## src/rtl/sbe_ctrl.sv

```systemverilog
/*
  Package and module for the break, edge and receive-flag control of a LIN-capable
  serial interface: receive inversion, active-edge flag, standby idle qualification,
  transmit break generation and LIN break detection with flag suppression.
  Assumes a separate baud generator that gives a one-cycle pulse once per bit time,
  and a receiver core that pulses its framing, full and idle events.
*/
package sbe_pkg;
  localparam int unsigned CNT_W         = 4;
  localparam logic [3:0]  BRK_SHORT_LEN = 4'hA;
  localparam logic [3:0]  BRK_SHORT_M   = 4'hB;
  localparam logic [3:0]  BRK_LONG_LEN  = 4'hD;
  localparam logic [3:0]  BRK_LONG_M    = 4'hE;
  localparam logic [3:0]  LIN_DET_LEN   = 4'hB;
  localparam logic [3:0]  CNT_ZERO      = 4'h0;
  localparam logic [3:0]  CNT_ONE       = 4'h1;
  localparam logic        LINE_IDLE     = 1'b1;

  typedef enum logic [1:0] {
    SBE_TX_IDLE = 2'b01,
    SBE_TX_BRK  = 2'b10
  } sbe_tx_e;

  typedef logic [CNT_W-1:0] sbe_cnt_t;

  typedef struct packed {
    logic     rx_prev;
    logic     rx_data;
    logic     rx_edge_flag;
    logic     lin_break_flag;
    sbe_cnt_t low_cnt;
    logic     low_seen;
    sbe_tx_e  tx_state;
    sbe_cnt_t tx_cnt;
    sbe_cnt_t tx_len;
    logic     txd;
    logic     fe_set;
    logic     full_set;
    logic     idle_set;
  } sbe_state_s;
endpackage

`timescale 1ns/10ps

module sbe_ctrl
  import sbe_pkg::*;
(
  input  wire logic CORE_CLK,
  input  wire logic SRST,
  input  wire logic RXD_PIN,
  input  wire logic BIT_TICK,
  input  wire logic RX_INVERT,
  input  wire logic RECEIVER_STANDBY,
  input  wire logic STANDBY_IDLE_FLAG_SELECT,
  input  wire logic LONG_BREAK_SELECT,
  input  wire logic NINE_BIT_SELECT,
  input  wire logic LIN_BREAK_DETECT_ENABLE,
  input  wire logic RX_EDGE_FLAG_WR,
  input  wire logic LIN_BREAK_FLAG_WR,
  input  wire logic FLAG_WR_DATA,
  input  wire logic FRAME_ERR_EVENT,
  input  wire logic RX_FULL_EVENT,
  input  wire logic IDLE_EVENT,
  input  wire logic BREAK_SEND_REQ,
  output logic      RX_DATA,
  output logic      RX_EDGE_FLAG,
  output logic      LIN_BREAK_FLAG,
  output logic      FRAMING_ERROR_SET,
  output logic      RX_FULL_SET,
  output logic      IDLE_SET,
  output logic      TX_LINE,
  output logic      BREAK_BUSY
);
  import sbe_pkg::*;

  sbe_state_s st_reg;
  sbe_state_s st_next;
  logic       rx_in;
  logic       active_edge;
  logic       lin_break_hit;
  sbe_cnt_t   brk_len;

  assign rx_in       = RXD_PIN ^ RX_INVERT;
  assign active_edge = st_reg.rx_prev & ~rx_in;
  assign lin_break_hit = LIN_BREAK_DETECT_ENABLE & BIT_TICK & ~rx_in & ~st_reg.low_seen
                         & (st_reg.low_cnt == sbe_cnt_t'(LIN_DET_LEN - CNT_ONE));

  always_comb
  begin
    // break length by select and character format
    if (LONG_BREAK_SELECT)
      brk_len = NINE_BIT_SELECT ? BRK_LONG_M : BRK_LONG_LEN;
    else
      brk_len = NINE_BIT_SELECT ? BRK_SHORT_M : BRK_SHORT_LEN;
  end

  always_comb
  begin
    st_next         = st_reg;
    st_next.rx_prev = rx_in;
    st_next.rx_data = rx_in;

    // set wins over a write-one clear; zero writes do nothing
    if (active_edge)
      st_next.rx_edge_flag = 1'b1;
    else if (RX_EDGE_FLAG_WR && FLAG_WR_DATA)
      st_next.rx_edge_flag = 1'b0;

    // consecutive low bit-time counter, saturating at threshold
    if (rx_in)
    begin
      st_next.low_cnt  = CNT_ZERO;
      st_next.low_seen = 1'b0;
    end
    else if (BIT_TICK && st_reg.low_cnt != LIN_DET_LEN)
      st_next.low_cnt = st_reg.low_cnt + CNT_ONE;
    if (lin_break_hit)
      st_next.low_seen = 1'b1;

    if (lin_break_hit)
      st_next.lin_break_flag = 1'b1;
    else if (LIN_BREAK_FLAG_WR && FLAG_WR_DATA)
      st_next.lin_break_flag = 1'b0;

    // framing check ignores break length select
    st_next.fe_set   = FRAME_ERR_EVENT & ~LIN_BREAK_DETECT_ENABLE;
    st_next.full_set = RX_FULL_EVENT & ~LIN_BREAK_DETECT_ENABLE;
    st_next.idle_set = IDLE_EVENT & (~RECEIVER_STANDBY | STANDBY_IDLE_FLAG_SELECT);

    case (st_reg.tx_state)
      SBE_TX_IDLE:
      begin
        st_next.txd = LINE_IDLE;
        if (BREAK_SEND_REQ)
        begin
          st_next.tx_state = SBE_TX_BRK;
          st_next.tx_cnt   = CNT_ZERO;
          st_next.tx_len   = brk_len;
          st_next.txd      = ~LINE_IDLE;
        end
      end
      SBE_TX_BRK:
      begin
        if (BIT_TICK)
        begin
          if (st_reg.tx_cnt == st_reg.tx_len - CNT_ONE)
          begin
            st_next.tx_state = SBE_TX_IDLE;
            st_next.txd      = LINE_IDLE;
          end
          else
            st_next.tx_cnt = st_reg.tx_cnt + CNT_ONE;
        end
      end
      default:
      begin
        st_next.tx_state = SBE_TX_IDLE;
        st_next.txd      = LINE_IDLE;
      end
    endcase
  end

  always_ff @(posedge CORE_CLK)
  begin
    if (SRST)
    begin
      st_reg                <= '0;
      st_reg.rx_prev        <= LINE_IDLE;
      st_reg.rx_data        <= LINE_IDLE;
      st_reg.tx_state       <= SBE_TX_IDLE;
      st_reg.txd            <= LINE_IDLE;
    end
    else
      st_reg <= st_next;
  end

  assign RX_DATA           = st_reg.rx_data;
  assign RX_EDGE_FLAG      = st_reg.rx_edge_flag;
  assign LIN_BREAK_FLAG    = st_reg.lin_break_flag;
  assign FRAMING_ERROR_SET = st_reg.fe_set;
  assign RX_FULL_SET       = st_reg.full_set;
  assign IDLE_SET          = st_reg.idle_set;
  assign TX_LINE           = st_reg.txd;
  assign BREAK_BUSY        = (st_reg.tx_state == SBE_TX_BRK);

  AST_EDGE_SETS: assert property (@(posedge CORE_CLK) disable iff (SRST)
    !RX_EDGE_FLAG && !active_edge |=> !RX_EDGE_FLAG)
    else $error("edge flag set without active edge");
  AST_EDGE_FLAG: assert property (@(posedge CORE_CLK) disable iff (SRST)
    $fell(RXD_PIN ^ RX_INVERT) && !$changed(RX_INVERT) |=> RX_EDGE_FLAG)
    else $error("active edge did not set edge flag");
  AST_EDGE_CLR: assert property (@(posedge CORE_CLK) disable iff (SRST)
    RX_EDGE_FLAG_WR && FLAG_WR_DATA && !active_edge |=> !RX_EDGE_FLAG)
    else $error("edge flag not cleared by write one");
  AST_ZERO_WR_KEEPS: assert property (@(posedge CORE_CLK) disable iff (SRST)
    LIN_BREAK_FLAG && !(LIN_BREAK_FLAG_WR && FLAG_WR_DATA) |=> LIN_BREAK_FLAG)
    else $error("break flag lost without write one");
  AST_INVERT: assert property (@(posedge CORE_CLK) disable iff (SRST)
    1'b1 |=> RX_DATA == ($past(RXD_PIN) ^ $past(RX_INVERT)))
    else $error("receive data polarity wrong");
  AST_IDLE_STBY: assert property (@(posedge CORE_CLK) disable iff (SRST)
    IDLE_EVENT && RECEIVER_STANDBY && !STANDBY_IDLE_FLAG_SELECT |=> !IDLE_SET)
    else $error("idle flagged in standby without select");
  AST_BRK_LEN: assert property (@(posedge CORE_CLK) disable iff (SRST)
    BREAK_SEND_REQ && !BREAK_BUSY |=> st_reg.tx_len == $past(brk_len) && !TX_LINE)
    else $error("break length or start wrong");
  AST_SUPPRESS: assert property (@(posedge CORE_CLK) disable iff (SRST)
    LIN_BREAK_DETECT_ENABLE |=> !FRAMING_ERROR_SET && !RX_FULL_SET)
    else $error("flags set while LIN detect enabled");
  AST_LIN_BRK: assert property (@(posedge CORE_CLK) disable iff (SRST)
    $rose(LIN_BREAK_FLAG) |-> $past(st_reg.low_cnt) == sbe_cnt_t'(LIN_DET_LEN - CNT_ONE)
    && $past(LIN_BREAK_DETECT_ENABLE))
    else $error("break flag set before threshold");
endmodule

```

## config.mk

```make
export PLATFORM = sky130hd
export DESIGN_NAME = sbe_ctrl
export DESIGN_NICKNAME = d
export VERILOG_FILES = /design/src/rtl/sbe_ctrl.sv
export SDC_FILE = /design/constraint.sdc
export NUM_CORES = 1
export LEC_CHECK = 0
export BUFFER_PORTS_ARGS = -buffer_cell sky130_fd_sc_hd__buf_2
export CORE_MARGIN = 1.5
export CORE_UTILIZATION = 50
export CTS_CLUSTER_DIAMETER = 30
export DETAILED_ROUTE_END_ITERATION = 6
export PLACE_DENSITY = 0.74
export REMOVE_ABC_BUFFERS = 1
export SYNTH_ARGS = -nofsm -noshare
export SYNTH_HDL_FRONTEND = slang
export SYNTH_SLANG_ARGS = --single-unit
```

## constraint.sdc

```tcl
create_clock -name CORE_CLK -period 2.1 [get_ports CORE_CLK]
set_clock_uncertainty 0.15 [all_clocks]
set_input_delay 0.21 -clock CORE_CLK [delete_from_list [all_inputs] [get_ports CORE_CLK]]
set_output_delay 0.21 -clock CORE_CLK [all_outputs]
set_load 0.05 [all_outputs]
```

==> Yosys cells after proc, flatten, opt, wreduce, memory -nomap -nowiden <==
Index checks and enable logic that the tools add are counted.
W data, S select, Z words.
{ "op_classes": {"add_sub_neg": 3, "n_eq_ne": 9, "n_mux": 18, "n_bitwise": 14, "reduce_logical": 12} }
{ "ops": {"columns": ["operator", "n"], "rows": [
  ["$mux W11", 1],
  ["$mux W1", 9],
  ["$add A4 B1 Y4 const B", 2],
  ["$and A1 B1 Y1", 8],
  ["$pmux W4 S2", 1],
  ["$reduce_bool A2 Y1", 4],
  ["$mux W6", 1],
  ["$ne A2 B2 Y1 const B", 3],
  ["$eq A4 B4 Y1", 1],
  ["$eq A4 B4 Y1 const B", 1],
  ["$mux W2", 2],
  ["$mux W4", 1],
  ["$ne A4 B4 Y1 const B", 1],
  ["$not A1 Y1", 4],
  ["$pmux W2 S2", 1],
  ["$reduce_and A2 Y1", 2],
  ["$reduce_and A4 Y1", 1],
  ["$sub A4 B1 Y4 const B", 1],
  ["$logic_and A1 B1 Y1", 3],
  ["$mux W3", 1],
  ["$reduce_and A3 Y1", 1],
  ["$eq A2 B1 Y1 const B", 1],
  ["$eq A2 B2 Y1 const B", 1],
  ["$ne A2 B1 Y1 const B", 1],
  ["other kinds (4)", 4]
]} }
{ "totals": {"regBits": 22, "word_cells": 68} }

==> Logic depth before layout (Yosys ltp) <==
Gate-level depths: netlist of the first run.
{ "logic_depth": {"word_depth": 6, "depth_mapped": 6} }

==> Least setup slack after synthesis of the first run <==
No wires, ideal clock.
{ "synth_timing": {"path_kind": "reg-to-reg", "startpoint": "register st_reg[13] (netlist name)", "endpoint": "register st_reg, in the netlist TX_LINE", "setup_time_ns": 0.124, "arrival_ns": 1.434, "required_ns": 1.826, "setup_slack_ns": 0.392, "stages_incl_launch_ff": 4, "path_cell_list": "dfxtp_1 > nor2b_1 > and2_1 > a31oi_2"} }
{ "synth_via": {"elab_chain_len": 3, "elab_cells_between_ends": 6, "cone_classes": "4 x eq/ne; 1 x mux; 1 x reduce/logical"} }
{ "synth_rtl": {"columns": ["element", "line_no", "rtl"], "rows": [
  ["from (decl)", "76", "sbe_state_s st_reg;"],
  ["from (signal assigned)", "174", "st_reg <= st_next;"],
  ["$eq A2 B2 Y1 (*)", null, null],
  ["named net BREAK_BUSY", "72", "output logic BREAK_BUSY"],
  ["$ne A2 B1 Y1 (no source line) / $ne A2 B2 Y1 (equally long branches)", null, null],
  ["$reduce_and A2 Y1 (no source line)", null, null]
]} }
Mark *: on every way through the listed nets, which the timed path passes. The rest lies on a longest branch.
A chain may end at the register's enable or synchronous reset.

==> Worst setup path in the final report of the first run <==
{ "layout_timing": {"startpoint": "register st_reg[4] (netlist name)", "endpoint": "register st_reg[9] (netlist name)"} }
{ "layout_via": {"elab_chain_len": 4} }
{ "layout_rtl": {"columns": ["element", "line_no", "rtl"], "rows": [
  ["$sub A4 B1 Y4", "146", "if (st_reg.tx_cnt == st_reg.tx_len - CNT_ONE)"],
  ["$eq A4 B4 Y1", "146", null],
  ["$ne A2 B2 Y1 (no source line)", null, null],
  ["$reduce_and A4 Y1 (no source line)", null, null]
]} }
Every way passes these cells.

==> results.sh, run 1 <==
export IMPL_run_status="completed"
export IMPL_cts_root_buffer="sky130_fd_sc_hd__clkbuf_4"
export IMPL_synth_sequential_area_ratio=0.3860
export IMPL_portBuffers=24
export IMPL_cts_tree="done"
export IMPL_max_slew_margin_rel=0.6072
export IMPL_grt_max_degree=17
export IMPL_finalHoldViolCount=0
export IMPL_maxCapViolCount=0
export IMPL_synth_top_area_frac=0.3860
export IMPL_cts_max_path_buffers=2
export IMPL_worstSetupStartpointType="flop"
export IMPL_synthSimpleGateAreaFrac=0.2807
export IMPL_yosys_area_share_adder=0.05482
export IMPL_power_per_cell_area_mw_per_mm2=705.1
export IMPL_first_global_vias=906
export IMPL_timing_critical_path_to_type="flop"
export IMPL_largest_register_ff_count=15
export IMPL_synth_async_reset_ratio=0
export IMPL_gr_total_overflow=0
export IMPL_crit_required_ns=2.21
export IMPL_shortest_clock_period_the_worst_path_allows_after_layout_ns=1.776
export IMPL_grt_setup_unrepaired="no"
export IMPL_placed_cell_area_sq_mm=0.001271
export IMPL_remaining_drc_errors=0
export IMPL_clkLatencyLatePin_ns=0.32
export IMPL_route_final_wire_length_mm=2.258
export IMPL_post_cts_resized_instances=0
export IMPL_die_w_um=50.77
export IMPL_final_cell_mix="24 x sky130_fd_sc_hd__buf_2, 22 x sky130_fd_sc_hd__dfxtp_1, 13 x sky130_fd_sc_hd__nor2_1"
export IMPL_syn_instance_count=124
export IMPL_grt_usage=0.1954
export IMPL_number_of_enable_flip_flop_cells_after_synthesis=0
export IMPL_report_final_setup_viol=0
export IMPL_worstPathMaxFanout=4
export IMPL_tightestPinTransition_ns=0.5892
export IMPL_setup_tns_ns=0
export IMPL_route_antenna_remaining_nets=0
export IMPL_power_leakage_nw=0.6033
export IMPL_hold_class="in2reg"
export IMPL_dp_hpwl_mm=1.597
export IMPL_nNetsFinal=176
export IMPL_cts_max_level=1
export IMPL_syn_mean_instance_area_sq_um=9.202
export IMPL_power_total_uw=968.7
export IMPL_layoutNonFillerInstCount=181
export IMPL_synthDistinctLibCells=42
export IMPL_total_number_of_vias=980
export IMPL_post_drt_via_cell_ratio=5.414
export IMPL_crit_type="reg2reg"
export IMPL_area_growth_syn_to_layout_pct=20.39
export IMPL_synth_largest_area_cell="sky130_fd_sc_hd__dfxtp_1"
export IMPL_path_clk_slew_ns=0.12
export IMPL_rows=17
export IMPL_placed_cells_incl_taps=172
export IMPL_finalWeightedCongestion=0.8972
export IMPL_synthTopCellsByArea="sky130_fd_sc_hd__dfxtp_1 39%, sky130_fd_sc_hd__ha_1 5.5%, sky130_fd_sc_hd__nor2_1 4.3%, sky130_fd_sc_hd__xor2_1 3.8%, sky130_fd_sc_hd__nand3_1 3.1%"
export IMPL_layout_cell_area_non_filler_sq_mm=0.001374
export IMPL_wl_per_cell_um=12.48
export IMPL_post_route_cells_drive_above_1_share=0.2484
export IMPL_initial_core_util=0.5208
export IMPL_yosys_reg_bits=22
export IMPL_muxShareOfSynthArea=0.01754
export IMPL_clock_fmax_ghz=0.5632
export IMPL_die_area_sq_mm=0.002578
export IMPL_floorplan_io_pins=25
export IMPL_peakVddDrop_uv=566.3
export IMPL_worst_endpoint_arrival_ns=1.88
export IMPL_drt_pass1_iterations=4
export IMPL_synthXorXnorAreaFrac=0.09759
export IMPL_grt_pass1_wl_mm=3.726
export IMPL_drt_first_iter_violations=13
export IMPL_antenna_diode_count=0
export IMPL_clk_sink_count=22
export IMPL_synth_ff_type="sky130_fd_sc_hd__dfxtp_1"
export IMPL_synth_top_family_by_area="simple AND/OR/NAND/NOR gates"
export IMPL_die_height_um=50.77
export IMPL_synthesis_area_sq_mm=0.001141
export IMPL_final_common_cell="sky130_fd_sc_hd__buf_2"
export IMPL_number_of_antenna_violations_at_the_first_check_in_global_routing=0
export IMPL_number_of_pins_with_negative_max_slew_slack_in_the_final_report=0
export IMPL_synth_compound_area_frac=0.1118
export IMPL_ys_warnings_count=0
export IMPL_core_area_sq_mm=0.002191
export IMPL_final_period_utilization=0.8455
export IMPL_numCtsBuffers=3
## area by class of cell
class / instances / area (sq um)
fill: 203 / 817.0
multi-input combinational: 89 / 641.9
sequential: 22 / 440.4
timing repair buffer: 29 / 170.2
tap: 28 / 35.03
inverter: 9 / 33.78
clock inverter: 1 / 30.03
clock buffer: 3 / 22.52
## per-stage QoR
stage	util	hold WS [ns]	worst slack, ns
6_report	0.6271	0.001424	0.3244
5_1_grt	0.6271	0.02010	0.2255
4_1_cts	0.6271	0.003741	0.3045
3_5_place_dp	0.5802	0.2732	0.3386
3_3_place_gp	0.5802	0.2609	0.4032
2_1_floorplan	-	0.1324	0.3920
## per-layer routing
layer  wire length [um]  vias up  global-route usage
li1                   -      490                   -
met1                943      454              0.2181
met2               1156       31              0.3531
met3                113        5             0.03571
met4                 44        0             0.09459
met5                  0        -                   0
## repair_timing
item,CTS,global route
buffers inserted,0,0
hold buffers,5,0
endpoints found under the hold margin,4,0
setup endpoints to repair,0,0
## logic make-up (layout without fill, tap and decap cells)
family          Yosys count  count (layout)
fa+ha+maj                 5               5
compound gates           17              17
buf+inv                  13              42
mux                       2               2
flops                    22              22
xor+xnor                 10              10
simple gates             55              55
## power by group
group / internal [mW] / total [mW] / switching, mW
clock network: 0.193 / 0.327 / 0.134
registers: 0.438 / 0.453 / 0.0153
logic: 0.0706 / 0.188 / 0.118
total: 0.702 / 0.969 / 0.267
## worst max-delay path: stages, from the launching register on
cell and delay (ns):
sky130_fd_sc_hd__dfxtp_1 0.42, sky130_fd_sc_hd__inv_1 0.06, sky130_fd_sc_hd__ha_1 0.31, sky130_fd_sc_hd__xor2_1 0.15
sky130_fd_sc_hd__nand2_1 0.14, sky130_fd_sc_hd__o31ai_2 0.29, sky130_fd_sc_hd__mux2i_1 0.20
## synthesized netlist by cell type (2+ instances only)
master / count
sky130_fd_sc_hd__a2111oi_0: 2
sky130_fd_sc_hd__a211oi_1: 2
sky130_fd_sc_hd__a21oi_1: 3
sky130_fd_sc_hd__and2_1: 3
sky130_fd_sc_hd__and3_1: 3
sky130_fd_sc_hd__and3b_1: 2
sky130_fd_sc_hd__dfxtp_1: 22
sky130_fd_sc_hd__ha_1: 5
sky130_fd_sc_hd__inv_1: 8
sky130_fd_sc_hd__mux2i_1: 2
sky130_fd_sc_hd__nand2_1: 9
sky130_fd_sc_hd__nand2b_1: 3
sky130_fd_sc_hd__nand3_1: 7
sky130_fd_sc_hd__nor2_1: 13
sky130_fd_sc_hd__nor3b_1: 2
sky130_fd_sc_hd__nor4_1: 3
sky130_fd_sc_hd__nor4b_2: 2
sky130_fd_sc_hd__o21ai_0: 3
sky130_fd_sc_hd__xnor2_1: 3
sky130_fd_sc_hd__xor2_1: 5
## path summary, 6_finish.rpt
| path | start | to | slack, ns | cells after the start |
|---|---|---|---|---|
| min | LONG_BREAK_SELECT | st_reg[6]$_SDFFE_PP0P_ | 0.001 | 3 |
| max | st_reg[4]$_SDFFE_PP0P_ | st_reg[9]$_SDFFE_PP0P_ | 0.32 | 6 |
| min reg2reg | RX_DATA$_SDFF_PP1_ | RX_EDGE_FLAG$_SDFFE_PP0P_ | 0.32 | 2 |
| max reg2reg | st_reg[4]$_SDFFE_PP0P_ | st_reg[9]$_SDFFE_PP0P_ | 0.32 | 6 |
No activity file was read; power rests on OpenSTA's default activity.
==> run 2: changes to the inputs <==
--- a/config.mk
+++ b/config.mk
@@ -7,10 +7,10 @@
 export LEC_CHECK = 0
 export BUFFER_PORTS_ARGS = -buffer_cell sky130_fd_sc_hd__buf_2
 export CORE_MARGIN = 1.5
-export CORE_UTILIZATION = 50
+export CORE_UTILIZATION = 47
 export CTS_CLUSTER_DIAMETER = 30
 export DETAILED_ROUTE_END_ITERATION = 6
-export PLACE_DENSITY = 0.74
+export PLACE_DENSITY = 0.73
 export REMOVE_ABC_BUFFERS = 1
 export SYNTH_ARGS = -nofsm -noshare
 export SYNTH_HDL_FRONTEND = slang
==> constraint.sdc (replaced) <==
create_clock -name CORE_CLK -period 1.5 [get_ports CORE_CLK]
set_clock_uncertainty 0.15 [all_clocks]
set_input_delay 0.15 -clock CORE_CLK [delete_from_list [all_inputs] [get_ports CORE_CLK]]
set_output_delay 0.15 -clock CORE_CLK [all_outputs]
set_load 0.05 [all_outputs]
==> results.sh, run 2 (synthesis gave the netlist of run 1 again) <==
export IMPL_clkLatencyLatePin_ns=0.31
export IMPL_die_area_sq_mm=0.002733
export IMPL_layout_cell_area_non_filler_sq_mm=0.001533
export IMPL_route_antenna_remaining_nets=0
export IMPL_final_period_utilization=1.071
export IMPL_postLayoutSetupSlackWorst_ns=-0.1064
export IMPL_timing_critical_path_to_type="flop"
export IMPL_crit_required_ns=1.61
export IMPL_max_slew_margin_rel=0.7436
export IMPL_whs_path_depth=4
export IMPL_route_final_wire_length_mm=2.570
export IMPL_share_comb_of_total_power=0.275
export IMPL_shortest_clock_period_the_worst_path_allows_after_layout_ns=1.606
export IMPL_setup_tns_ns=-0.4166
export IMPL_drt_pass1_iterations=4
export IMPL_core_area_sq_mm=0.002255
export IMPL_nNetsFinal=187
export IMPL_cts_max_path_buffers=2
export IMPL_dp_hpwl_mm=1.794
export IMPL_run_status="finished, violations left"
export IMPL_tightestPinTransition_ns=0.3749
export IMPL_failing_checks="hold timing, setup timing"
export IMPL_post_route_cells_drive_above_1_share=0.3841
export IMPL_grt_setup_unrepaired="yes"
export IMPL_peakVddDrop_uv=635.5
export IMPL_final_common_cell="sky130_fd_sc_hd__buf_2"
export IMPL_portBuffers=24
export IMPL_worst_endpoint_arrival_ns=1.71
export IMPL_cts_tree="done"
export IMPL_cts_max_level=1
export IMPL_number_of_pins_with_negative_max_slew_slack_in_the_final_report=0
export IMPL_remaining_drc_errors=0
export IMPL_initial_core_util=0.5061
export IMPL_path_clk_slew_ns=0.13
export IMPL_power_per_cell_area_mw_per_mm2=874.1
export IMPL_grt_max_degree=16
export IMPL_worst_path_max_delay_cell="sky130_fd_sc_hd__dfxtp_2"
export IMPL_sequentialPowerShare=0.472
export IMPL_numCtsBuffers=3
export IMPL_die_height_um=52.28
export IMPL_finalWeightedCongestion=0.9423
export IMPL_clock_fmax_ghz=0.6225
export IMPL_netSwitchingPower_uw=419.8
export IMPL_cts_root_buffer="sky130_fd_sc_hd__clkbuf_4"
export IMPL_p_sw_frac=0.3133
export IMPL_number_of_antenna_violations_at_the_first_check_in_global_routing=0
export IMPL_rows=17
export IMPL_antenna_diode_count=0
export IMPL_total_number_of_vias=1031
export IMPL_hold_class="in2reg"
export IMPL_area_growth_syn_to_layout_pct=34.32
export IMPL_finalHoldViolCount=1
export IMPL_final_cell_mix="24 x sky130_fd_sc_hd__buf_2, 19 x sky130_fd_sc_hd__dfxtp_1, 13 x sky130_fd_sc_hd__nor2_1"
export IMPL_cell_by_cell_trace_of_the_critical_path="inv_2 > ha_4 > xor2_2 > nand2_2 > o31ai_4 > mux2i_1"
export IMPL_floorplan_io_pins=25
export IMPL_crit_type="reg2reg"
export IMPL_clk_sink_count=22
export IMPL_report_final_setup_viol=7
export IMPL_grt_usage=0.2146
export IMPL_power_leakage_nw=0.6725
export IMPL_maxCapViolCount=0
export IMPL_first_global_vias=1008
export IMPL_die_w_um=52.28
export IMPL_grt_pass1_wl_mm=4.312
export IMPL_worstSetupStartpointType="flop"
export IMPL_p_int_uw=919.9
export IMPL_post_drt_via_cell_ratio=5.370
export IMPL_clkPwrFrac=0.253
export IMPL_timing_critical_path_slowest_cell_delay_ns=0.36
export IMPL_holdWs_ns=-0.03189
export IMPL_worst_r2r_cell_count=6
export IMPL_gr_total_overflow=0
export IMPL_wl_per_cell_um=13.39
export IMPL_worstPathMaxFanout=4
export IMPL_cts_repair_timing_setup_buffer_count=0
export IMPL_placed_cell_area_sq_mm=0.001346
export IMPL_largest_register_ff_count=15
export IMPL_drt_first_iter_violations=19
## run 2: layout make-up
cell class,count,area [sq um]
Multi-Input combinational cell,89,728.2
Fill cell,173,721.9
Sequential cell,22,444.2
Timing Repair Buffer,40,255.2
Clock buffer,4,36.28
Tap cell,28,35.03
Inverter,9,33.78
## run 2: per-layer routing
metal  vias up  global-route usage  part of all wire
met3         4             0.03143             0.028
met4         0              0.1068             0.013
li1        514                   -                 -
met1       497              0.2683              0.46
met2        16              0.3586              0.50
met5         -                   0                 0
## run 2: what timing repair did
action / CTS / global route
resized for setup: 16 / 3
hold buffers: 7 / 1
pin swaps: 7 / 3
setup endpoints to repair: 7 / 11
endpoints found under the hold margin: 6 / 1
## run 2: critical path: cells and delay by family (launching register included)
family                   cells  cell delay (ns)
flip-flops                   1             0.36
adder cells (fa/ha/maj)      1             0.26
AO/OA/AOI/OAI                1             0.26
multiplexers                 1             0.19
XOR/XNOR                     1             0.17
AND/OR/NAND/NOR              1             0.12
buffers and inverters        1             0.04
## run 2: path summary, 6_finish.rpt
kind	endpoint	start	slack (ns)
worst max-delay path	st_reg[9]$_SDFFE_PP0P_	st_reg[4]$_SDFFE_PP0P_	-0.11
worst max register to register	st_reg[9]$_SDFFE_PP0P_	st_reg[4]$_SDFFE_PP0P_	-0.11
worst min-delay path	RX_EDGE_FLAG$_SDFFE_PP0P_	FLAG_WR_DATA	-0.03
worst min register to register	RX_EDGE_FLAG$_SDFFE_PP0P_	RX_EDGE_FLAG$_SDFFE_PP0P_	0.32
## run 2: metrics by stage
stage	utilization	worst slack [ns]	instances	total power, mW
detailed placement	0.5971	-0.1677	182	0.9409
floorplan	-	-0.2080	120	0.8251
CTS	0.6781	-0.08591	193	1.333
global placement	0.5971	-0.1149	182	0.9327
finish	0.6798	-0.1064	192	1.340
global route	0.6798	-0.1721	192	1.396
## run 2: power by group through the flow
stage / registers, mW / logic, mW / clock network (mW)
finish: 0.633 / 0.369 / 0.338
global route: 0.636 / 0.398 / 0.362
CTS: 0.632 / 0.356 / 0.344
detailed placement: 0.643 / 0.298 / 0
global placement: 0.642 / 0.291 / 0
floorplan: 0.682 / 0.143 / 0
